===== config.mk =====
export PLATFORM = sky130hd
export DESIGN_NAME = low_power_mode_control
export DESIGN_NICKNAME = d
export VERILOG_FILES = /design/src/hw/lpm_pkg.sv /design/src/hw/low_power_mode_control.sv
export VERILOG_INCLUDE_DIRS = /design/src /design/src/hw
export SDC_FILE = /design/constraint.sdc
export NUM_CORES = 1
export LEC_CHECK = 0
export BUFFER_PORTS_ARGS = -buffer_cell sky130_fd_sc_hd__buf_4
export CAP_MARGIN = 15
export CORE_MARGIN = 1
export CORE_UTILIZATION = 30
export CTS_BUF_LIST = sky130_fd_sc_hd__clkbuf_4 sky130_fd_sc_hd__clkbuf_8
export DETAILED_ROUTE_END_ITERATION = 16
export HOLD_SLACK_MARGIN = 0.12
export REMOVE_ABC_BUFFERS = 1
export SYNTH_ARGS = -nofsm -noshare
export SYNTH_HDL_FRONTEND = slang
export SYNTH_SLANG_ARGS = --single-unit

===== constraint.sdc =====
create_clock -name clk -period 3.65 [get_ports clk]
set_input_delay 0.1825 -clock clk [delete_from_list [all_inputs] [get_ports clk]]
set_output_delay 0.1825 -clock clk [all_outputs]
set_load 0.1 [all_outputs]

===== src/hw/lpm_cfg.svh =====
/*
 constants for the low-power mode controller: cycle counts and reset values.
 assumes a 100 MHz bus clock; included by bare name.
*/
`ifndef LPM_CFG_SVH
`define LPM_CFG_SVH
`define LPM_STAB_LAST   12'hfdf
`define LPM_STAB_ZERO   12'h000
`define LPM_STAB_ONE    12'h001
`define LPM_WDOG_CYCLES 131072
`define LPM_WDOG_ZERO   18'h00000
`define LPM_WDOG_ONE    18'h00001
`define LPM_IBIT_RESET  1'b1
`endif


===== src/hw/lpm_pkg.sv =====
/*
 types for the low-power mode controller.
 assumes lpm_cfg.svh constants are used with these types.
*/
package lpm_pkg;
   typedef enum logic [2:0] {RUN, STOP, HALT, WAIT, STAB, HWAKE} lpm_state_t;
   typedef struct packed {
      logic singleChip;
      logic testMode;
      logic capLevel;
   } mode_t;
   typedef struct packed {
      logic busClkEn;
      logic oscEn;
      logic timerClkEn;
   } clocks_t;
   typedef struct packed {
      lpm_state_t  state;
      logic [11:0] stabCnt;
      logic [17:0] wdogCnt;
      logic        iBit;
      logic        resetPrev;
      logic        capLatch;
      mode_t       mode;
      logic        wdogRst;
   } ctrl_t;
endpackage : lpm_pkg


===== src/hw/low_power_mode_control.sv =====
/*
 low-power mode controller: reset-time mode selection, stop/halt/wait states,
 clock gating, interrupt mask bit, watchdog counter and restart delays.
 assumes all inputs synchronous to clk; clk is the free oscillator-derived clock,
 bus and oscillator gating leave this block as enables.
*/
`include "lpm_cfg.svh"

module low_power_mode_control #(
   parameter int WDOG_CYCLES = `LPM_WDOG_CYCLES
) (
   input  wire logic           clk,
   input  wire logic           rst,
   input  wire logic           extResetN,
   input  wire logic           irqHighVolt,
   input  wire logic           capturePin,
   input  wire logic           stopToHalt,
   input  wire logic           wdogOption,
   input  wire logic           stopInstr,
   input  wire logic           waitInstr,
   input  wire logic           iBitSet,
   input  wire logic           iBitClr,
   input  wire logic           irqReq,
   input  wire logic           timerIrq,
   input  wire logic           wdogWrite,
   input  wire logic           wdogWrData,
   output logic                irqToCore,
   output logic                iBit,
   output lpm_pkg::clocks_t    clocks,
   output lpm_pkg::mode_t      mode,
   output lpm_pkg::lpm_state_t lpState,
   output logic                wdogReset
);

   localparam logic [17:0] WdogLast = 18'(WDOG_CYCLES - 1);

   lpm_pkg::ctrl_t ctrl_r;
   lpm_pkg::ctrl_t ctrl_nxt;
   logic           resetRise;
   logic           extWake;
   logic           anyWake;
   logic           wdogActive;
   logic           inRun;

   assign inRun     = ctrl_r.state == lpm_pkg::RUN;
   assign resetRise = extResetN && !ctrl_r.resetPrev;
   // external interrupt passes only with the mask bit clear
   assign extWake   = irqReq && !ctrl_r.iBit;
   assign anyWake   = extWake || (timerIrq && !ctrl_r.iBit);
   assign wdogActive = wdogOption && !irqHighVolt && ctrl_r.mode.singleChip;

   always_comb begin
      ctrl_nxt           = ctrl_r;
      ctrl_nxt.resetPrev = extResetN;
      ctrl_nxt.wdogRst   = 1'b0;

      // interrupt mask bit from the core
      if (iBitSet) begin
         ctrl_nxt.iBit = 1'b1;
      end
      if (iBitClr) begin
         ctrl_nxt.iBit = 1'b0;
      end

      // watchdog counts only while the oscillator runs
      if (ctrl_r.state != lpm_pkg::STOP && ctrl_r.state != lpm_pkg::STAB) begin
         if (wdogActive) begin
            ctrl_nxt.wdogCnt = ctrl_r.wdogCnt + `LPM_WDOG_ONE;
         end
      end
      if (wdogWrite && !wdogWrData && inRun) begin
         ctrl_nxt.wdogCnt = `LPM_WDOG_ZERO;
      end

      // stabilization counter runs free outside stop
      if (ctrl_r.state != lpm_pkg::STOP) begin
         if (ctrl_r.stabCnt == `LPM_STAB_LAST) begin
            ctrl_nxt.stabCnt = `LPM_STAB_ZERO;
         end else begin
            ctrl_nxt.stabCnt = ctrl_r.stabCnt + `LPM_STAB_ONE;
         end
      end

      // only the state and the mask bit change on entry; stop entry also clears stabCnt
      unique case (ctrl_r.state)
         lpm_pkg::RUN: begin
            if (stopInstr) begin
               ctrl_nxt.iBit = 1'b0;
               if (stopToHalt) begin
                  ctrl_nxt.state = lpm_pkg::HALT;
               end else begin
                  ctrl_nxt.state   = lpm_pkg::STOP;
                  ctrl_nxt.stabCnt = `LPM_STAB_ZERO;
               end
            end else if (waitInstr) begin
               ctrl_nxt.iBit  = 1'b0;
               ctrl_nxt.state = lpm_pkg::WAIT;
            end
         end
         lpm_pkg::STOP: begin
            // only the external interrupt or an external reset restarts the oscillator
            if (extWake) begin
               ctrl_nxt.state = lpm_pkg::STAB;
            end
         end
         lpm_pkg::STAB: begin
            if (ctrl_r.stabCnt == `LPM_STAB_LAST) begin
               ctrl_nxt.state = lpm_pkg::RUN;
            end
         end
         lpm_pkg::HALT: begin
            if (anyWake) begin
               ctrl_nxt.state = lpm_pkg::HWAKE;
            end
         end
         lpm_pkg::HWAKE: begin
            // exit waits for the free counter to reach its end
            if (ctrl_r.stabCnt == `LPM_STAB_LAST) begin
               ctrl_nxt.state = lpm_pkg::RUN;
            end
         end
         lpm_pkg::WAIT: begin
            if (anyWake) begin
               ctrl_nxt.state = lpm_pkg::RUN;
            end
         end
         default: begin
            ctrl_nxt.state = lpm_pkg::RUN;
         end
      endcase

      // watchdog timeout: reset, reselect mode from the latched capture level
      if (wdogActive && ctrl_r.wdogCnt == WdogLast &&
          ctrl_r.state != lpm_pkg::STOP && ctrl_r.state != lpm_pkg::STAB) begin
         ctrl_nxt.wdogRst         = 1'b1;
         ctrl_nxt.wdogCnt         = `LPM_WDOG_ZERO;
         ctrl_nxt.state           = lpm_pkg::RUN;
         ctrl_nxt.iBit            = `LPM_IBIT_RESET;
         ctrl_nxt.stabCnt         = `LPM_STAB_ZERO;
         ctrl_nxt.mode.singleChip = !irqHighVolt;
         ctrl_nxt.mode.testMode   = irqHighVolt;
         ctrl_nxt.mode.capLevel   = ctrl_r.capLatch;
      end

      // external reset overrides state, mask bit and both counters, any low-power state is dropped
      if (!extResetN) begin
         ctrl_nxt.state   = lpm_pkg::RUN;
         ctrl_nxt.iBit    = `LPM_IBIT_RESET;
         ctrl_nxt.wdogCnt = `LPM_WDOG_ZERO;
         ctrl_nxt.stabCnt = `LPM_STAB_ZERO;
      end
      if (resetRise) begin
         ctrl_nxt.capLatch        = capturePin;
         ctrl_nxt.mode.singleChip = !irqHighVolt;
         ctrl_nxt.mode.testMode   = irqHighVolt;
         ctrl_nxt.mode.capLevel   = capturePin;
      end
   end

   always_ff @(posedge clk or posedge rst) begin
      if (rst) begin
         ctrl_r.state     <= lpm_pkg::RUN;
         ctrl_r.stabCnt   <= `LPM_STAB_ZERO;
         ctrl_r.wdogCnt   <= `LPM_WDOG_ZERO;
         ctrl_r.iBit      <= `LPM_IBIT_RESET;
         ctrl_r.resetPrev <= 1'b0;
         ctrl_r.capLatch  <= 1'b0;
         ctrl_r.mode      <= '0;
         ctrl_r.wdogRst   <= 1'b0;
      end else begin
         ctrl_r <= ctrl_nxt;
      end
   end

   assign irqToCore = (irqReq || timerIrq) && !ctrl_r.iBit;
   assign iBit      = ctrl_r.iBit;
   assign mode      = ctrl_r.mode;
   assign lpState   = ctrl_r.state;
   assign wdogReset = ctrl_r.wdogRst;

   always_comb begin
      clocks.busClkEn   = inRun;
      clocks.oscEn      = ctrl_r.state != lpm_pkg::STOP;
      clocks.timerClkEn = ctrl_r.state != lpm_pkg::STOP &&
                          ctrl_r.state != lpm_pkg::STAB;
   end

   // cycles spent in the halt exit, so the exit delay bound needs no long delay range
   logic [11:0] haltWakeCnt_r;

   always_ff @(posedge clk or posedge rst) begin
      if (rst) begin
         haltWakeCnt_r <= `LPM_STAB_ZERO;
      end else if (ctrl_r.state == lpm_pkg::HWAKE) begin
         haltWakeCnt_r <= haltWakeCnt_r + `LPM_STAB_ONE;
      end else begin
         haltWakeCnt_r <= `LPM_STAB_ZERO;
      end
   end
endmodule : low_power_mode_control


==> impl_metrics.tcl, run 1 <==
set metrics [dict create \
    synth_common_cells "41 x nor2_1, 39 x dfrtp_1, 19 x nand2_1, 18 x xor2_1, 12 x nand3_1" \
    place_congestion 0.720 \
    netlist_top_cells_area "dfrtp_1 47%, xor2_1 7.5%, nor2_1 7.3%, xnor2_1 4.2%, nand2_1 3.4%" \
    grt.total_usage_pct 12.0 \
    clock_latency_ns 0.30 \
    critPathMaxStageDelay_ns 0.68 \
    numCtsBuffers 5 \
    cts.clk_slew.worst_paths_ns 0.08 \
    vias_per_cell 4.87 \
    worst_pin_slew_ns 0.735 \
    hold_depth 2 \
    synth.distinct_cells 43 \
    hold_class "in2reg" \
    leakage_nw 1.08 \
    overflow 0 \
    wl_met2_um 1760 \
    end_kind "flip-flop" \
    yosys.area.top_type "dfrtp_1" \
    seq_area_frac_synth_pct 47.8 \
    drc 0 \
    cp.required_ns 3.83 \
    grt_pass1_wl_um 6950 \
    dr_wl_met3_um 156 \
    pin_count 27 \
    crit_fanout 6 \
    rr_worst_depth 6 \
    routed.top_layer "met4" \
    synth.most_common_cell "nor2_1" \
    fin_area_mm2 0.00244 \
    rsz0062_at_grt "false" \
    crit_type "reg2reg" \
    final_layout_size_suffix_gt1_share_pct 18.0 \
    clock_skew_ns 0.0108 \
    drt_pass1_iterations 4 \
    wl_per_cell_um 12.0 \
    synth-seq-cells 40 \
    fin_crit_ns 2.21 \
    diodes 0 \
    ctsHtreeMaxLevel 2 \
    avgSynthCellArea_um2 9.58 \
    syn_to_final_growth_pct 16.3 \
    vias 1578 \
    synthDominantCellAreaShare_pct 46.5 \
    first_global_vias 1494 \
    chipWidth_um 85.6 \
    outcome "finished, final reports clean" \
    drtIter0Drc 81 \
    io_buffers 26 \
    drv_cap 0 \
    finalCritPeriodShare_pct 60.4 \
    wl_met1_um 1920 \
    die_h_um 85.6 \
    cp.arrival_ns 2.39 \
    coreArea_mm2 0.00676 \
    synth-edff-count 0 \
    slew-limit-headroom_pct 50.6 \
    drtAntennaViolNets 0 \
    syn_inst 219 \
    synth_top_flop_cell "dfrtp_1" \
    start_util_pct 31.0 \
    crit_path_cell_trace "ha_1, and4b_1, a21bo_1, or4_1, o21ai_4, mux2_4" \
    vdd_drop_max_mv 0.258 \
    postPlaceCellArea_mm2 0.00231 \
    dieArea_mm2 0.00733 \
    slowest_stage "or4_1" \
    clockBufferDepth 2 \
    grt_max_degree 41 \
    tns_ns 0 \
    max_freq_ghz 0.453 \
    fill_cells 699 \
    cts_tree "yes" \
    drv_slew 0 \
    hpwlAfterDp_um 2830 \
    setup_violations 0 \
    netlist_area_mm2 0.00210 \
    power_density_mw_per_mm2 475 \
    drt-total-wl_um 3900 \
    nets 260 \
    hold_viol 0 \
    yosys_warnings 0 \
    crit_path_start_kind "flip-flop" \
    rows 30 \
    cts_sinks 40 \
    clockRootBuffer "clkbuf_8" \
    async_flop_share_pct 100 \
    antenna_found_initial 0 \
]
-- registers in the layout (all words and copies together), names as in the netlist --
| signal | count |
|---|---|
| mode | 3 |
| lpState | 3 |
| wdogReset | 1 |
| ctrl_r | 32 |
| iBit | 1 |
-- placed cells by master, fill, tap and decap left out, types with 2 or more instances in the layout --
cell / Yosys / layout
a21o_1: 2 / 2
a21oi_1: 5 / 5
and3_1: 3 / 3
buf_4: 8 / 27
clkbuf_8: 0 / 5
dfrtp_1: 39 / 39
dlygate4sd3_1: 0 / 2
ha_1: 2 / 2
inv_1: 5 / 5
nand2_1: 19 / 19
nand2b_1: 2 / 2
nand3_1: 12 / 12
nand3_2: 2 / 2
nand3b_1: 2 / 2
nand4_1: 8 / 8
nor2_1: 41 / 41
nor2b_1: 2 / 2
nor3_1: 6 / 6
nor4_1: 2 / 2
o21ai_0: 3 / 3
or4_1: 5 / 5
xnor2_1: 10 / 10
xor2_1: 18 / 18
-- layout make-up --
class | instances | area (um^2) | share of cell area, %
Tap cell | 80 | 100 | 4.10
Clock inverter | 3 | 42.5 | 1.74
Multi-Input combinational cell | 161 | 981 | 40.2
Timing Repair Buffer | 29 | 223 | 9.13
Inverter | 6 | 22.5 | 0.923
Clock buffer | 5 | 68.8 | 2.82
Sequential cell | 40 | 1000 | 41.1
-- what timing repair did --
item | 4_1_cts | 5_1_grt
hold endpoints to repair | 40 | 0
hold buffers | 2 | 0
buffers inserted | 0 | 0
resized for setup | 0 | 0
setup endpoints to repair | 0 | 0
-- final timing paths --
path	start	endpoint	slack (ns)
worst max register to register	ctrl_r[7]	mode[0]	1.44
worst min-delay path	capturePin	ctrl_r[4]	0.15
worst max-delay path	ctrl_r[7]	mode[0]	1.44
min in group asynchronous	rst	ctrl_r[35]	0.55
max in group asynchronous	rst	iBit	2.71
worst min register to register	ctrl_r[4]	ctrl_r[4]	0.51
-- where the power goes --
group | leakage (nW) | internal, mW | switching, mW | total (mW)
clock network | 0.0541 | 0.202 | 0.159 | 0.361
logic | 0.481 | 0.0749 | 0.236 | 0.311
registers | 0.540 | 0.465 | 0.0228 | 0.488
-- per-stage QoR --
| step | setup slack [ns] | cells | hold slack [ns] | power (mW) | util (%) |
|---|---|---|---|---|---|
| after global placement | 1.48 | 314 | 0.346 | 0.807 | 34.2 |
| final | 1.44 | 324 | 0.148 | 1.16 | 36.1 |
| after floorplan | -0.333 | 207 | 0.214 | 0.734 | - |
| after global routing | 1.33 | 324 | 0.156 | 1.21 | 36.1 |
| after CTS | 1.44 | 324 | 0.143 | 1.17 | 36.1 |
| after detailed placement | 1.45 | 314 | 0.349 | 0.808 | 34.2 |
-- routing by layer --
layer / GRT usage (%) / vias up
li1: - / 785
met1: 16.5 / 753
met2: 18.5 / 34
met3: 2.50 / 6
met4: 4.55 / 0
met5: 0 / -
-- critical path: cells and delay by family, from the launching register on --
family | cells | cell delay (ns)
simple gates | 2 | 0.88
compound gates | 2 | 0.38
flops | 1 | 0.39
mux | 1 | 0.31
fa+ha+maj | 1 | 0.15
-- cells by family after synthesis --
kind of cell / after synthesis / synth area share [%]
adders and majority gates: 2 / 1.19
DFF: 40 / 47.8
AOI/OAI and AO/OA: 18 / 6.27
xor gates and xnor gates: 28 / 11.7
and+or+nand+nor: 110 / 25.9
muxes: 3 / 1.73
buffers and inverters: 18 / 5.43
No activity file was read; power rests on OpenSTA's default activity.
==> run 2, diff against run 1 <==
- clock period: 3.65 -> 1.94 ns (I/O delays scaled with it)
==> run 2 against run 1 <==
Combinational power is 120% higher; utilization is 5.4 points higher; worst hold slack worse by 0.021 ns; clock skew is 0.0063 ns lower; worst setup slack worse by 1.4 ns; highest routed layer unchanged; sequential share of layout area is 5.3 points lower; first-iteration DRC count is 2.5% higher; clock power is 110% higher; cell count is 12% higher; final area is 15% higher; routed wire length is 18% higher.
==> impl_metrics.tcl, run 2 (synthesis results as in run 1) <==
set metrics [dict create \
    slowest_stage "or4_4" \
    placedCellCount 344 \
    clockRootBuffer "clkbuf_8" \
    diodes 0 \
    coreArea_mm2 0.00676 \
    largest_reg_flops 32 \
    drc 0 \
    place_congestion 0.793 \
    hold_viol 0 \
    critPathMaxStageDelay_ns 0.56 \
    final_cell_mix "59 x buf_4, 41 x nor2_1, 39 x dfrtp_1" \
    finalCritPeriodShare_pct 99.4 \
    nets 298 \
    fin_area_mm2 0.00281 \
    grt_pass1_wl_um 7510 \
    start_util_pct 31.0 \
    vias_per_cell 4.79 \
    postPlaceCellArea_mm2 0.00253 \
    hold_class "in2reg" \
    ctsHtreeMaxLevel 2 \
    drv_cap 0 \
    drtIter0Drc 83 \
    cpLargestDelayFamily "simple AND/OR/NAND/NOR gates" \
    hold_start "iBitSet" \
    final_common_cell "buf_4" \
    crit_path_start_kind "flip-flop" \
    io_buffers 26 \
    fin_util_pct 41.5 \
    drt_pass1_iterations 4 \
    power_density_mw_per_mm2 831 \
    chipWidth_um 85.6 \
    end_kind "flip-flop" \
    rsz0062_at_grt "true" \
    final_layout_size_suffix_gt1_share_pct 29.4 \
    cp.required_ns 2.12 \
    rows 30 \
    outcome "finished, final reports clean" \
    clockBufferDepth 2 \
    cts_sinks 40 \
    drtAntennaViolNets 0 \
    crit_path_cell_trace "nand3_1, or3_4, or4_4, o21ai_4, mux2_4" \
    crit_type "reg2reg" \
    slew-limit-headroom_pct 59.6 \
    pin_count 27 \
    crit_buf_inv 0 \
    drv_slew 0 \
    fin_hold_ws_ns 0.127 \
    first_global_vias 1699 \
    fill_cells 677 \
    cts_tree "yes" \
    fin_crit_ns 1.93 \
    worst_pin_slew_ns 0.607 \
    antenna_found_initial 0 \
    max_freq_ghz 0.518 \
    cp.arrival_ns 2.11 \
    register_area_mm2 0.00100 \
    numCtsBuffers 5 \
    hpwlAfterDp_um 3220 \
    clock_latency_ns 0.29 \
    syn_to_final_growth_pct 33.8 \
    wl_per_cell_um 12.7 \
    r2r_start "ctrl_r[19]" \
    multi_input_area_mm2 0.00105 \
    vdd_drop_max_mv 0.521 \
    setup_violations 0 \
    grt.total_usage_pct 12.9 \
    dieArea_mm2 0.00733 \
    final_cells 362 \
    crit_fanout 3 \
    overflow 0 \
    die_h_um 85.6 \
    grt_max_degree 41 \
    leakage_nw 1.28 \
    power_mw 2.33 \
    max_flop_register "ctrl_r" \
    drt-total-wl_um 4580 \
    vias 1735 \
    clock_skew_ns 0.00452 \
    cts.clk_slew.worst_paths_ns 0.08 \
    worstSetupStartpoint "ctrl_r[19]" \
]
run 2: cell count changes in the layout (fill, tap and decap cells not counted), sizes merged:
cell	delta
buf	+32
dlygate4sd3	+4
clkbuf	+2
nand3	+2
clkinv	-1
clkinvlp	-1
run 2: per-layer routing:
| metal | up-vias | GRT usage (%) | wire length (um) |
|---|---|---|---|
| li1 | 867 | - | - |
| met1 | 832 | 16.4 | 2130 |
| met2 | 29 | 22.2 | 2260 |
| met3 | 7 | 2.89 | 146 |
| met4 | 0 | 3.64 | 49 |
| met5 | - | 0 | 0 |
run 2: worst paths after layout:
check	end	slack, ns	depth (start not counted)
worst max-delay path	mode[0]	0.01	5
worst min-delay path	iBit	0.13	4
worst max register to register	mode[0]	0.01	5
worst min register to register	ctrl_r[4]	0.51	1
max in group asynchronous	iBit	1.09	4
min in group asynchronous	ctrl_r[21]	0.49	4
run 2: worst reg2reg max path, cell delays in order, from the launching register on:
cell and delay, ns:
dfrtp_1 0.38, nand3_1 0.10, or3_4 0.38, or4_4 0.56, o21ai_4 0.10, mux2_4 0.31
run 2: layout make-up:
class / count / share of cell area, %
multi-input cells: 163 / 37.5
clock inverters: 1 / 1.07
well taps: 80 / 3.57
flip-flops and latches: 40 / 35.7
inverters: 6 / 0.803
repair buffers: 65 / 17.9
clock buffers: 7 / 3.43
run 2: per-stage QoR:
step / TNS, ns / worst slack [ns]
after CTS: 0 / 0.0116
after detailed placement: -4.59 / -0.185
after floorplan: -69.57 / -2.04
after global placement: -2.44 / -0.0995
after global routing: -0.382 / -0.0534
final: 0 / 0.0112
run 2: timing repair:
action / 4_1_cts / 5_1_grt
hold endpoints to repair: 44 / 0
pin swaps: 3 / 3
endpoints found under the setup margin: 31 / 30
buffers inserted: 1 / 1
gates resized for setup: 4 / 6
gates cloned: 0 / 2
hold buffers: 6 / 0
run 2: report_power, final:
part | internal, mW | switching [mW]
clock | 0.454 | 0.290
sequential | 0.874 | 0.0299
combinational | 0.201 | 0.482
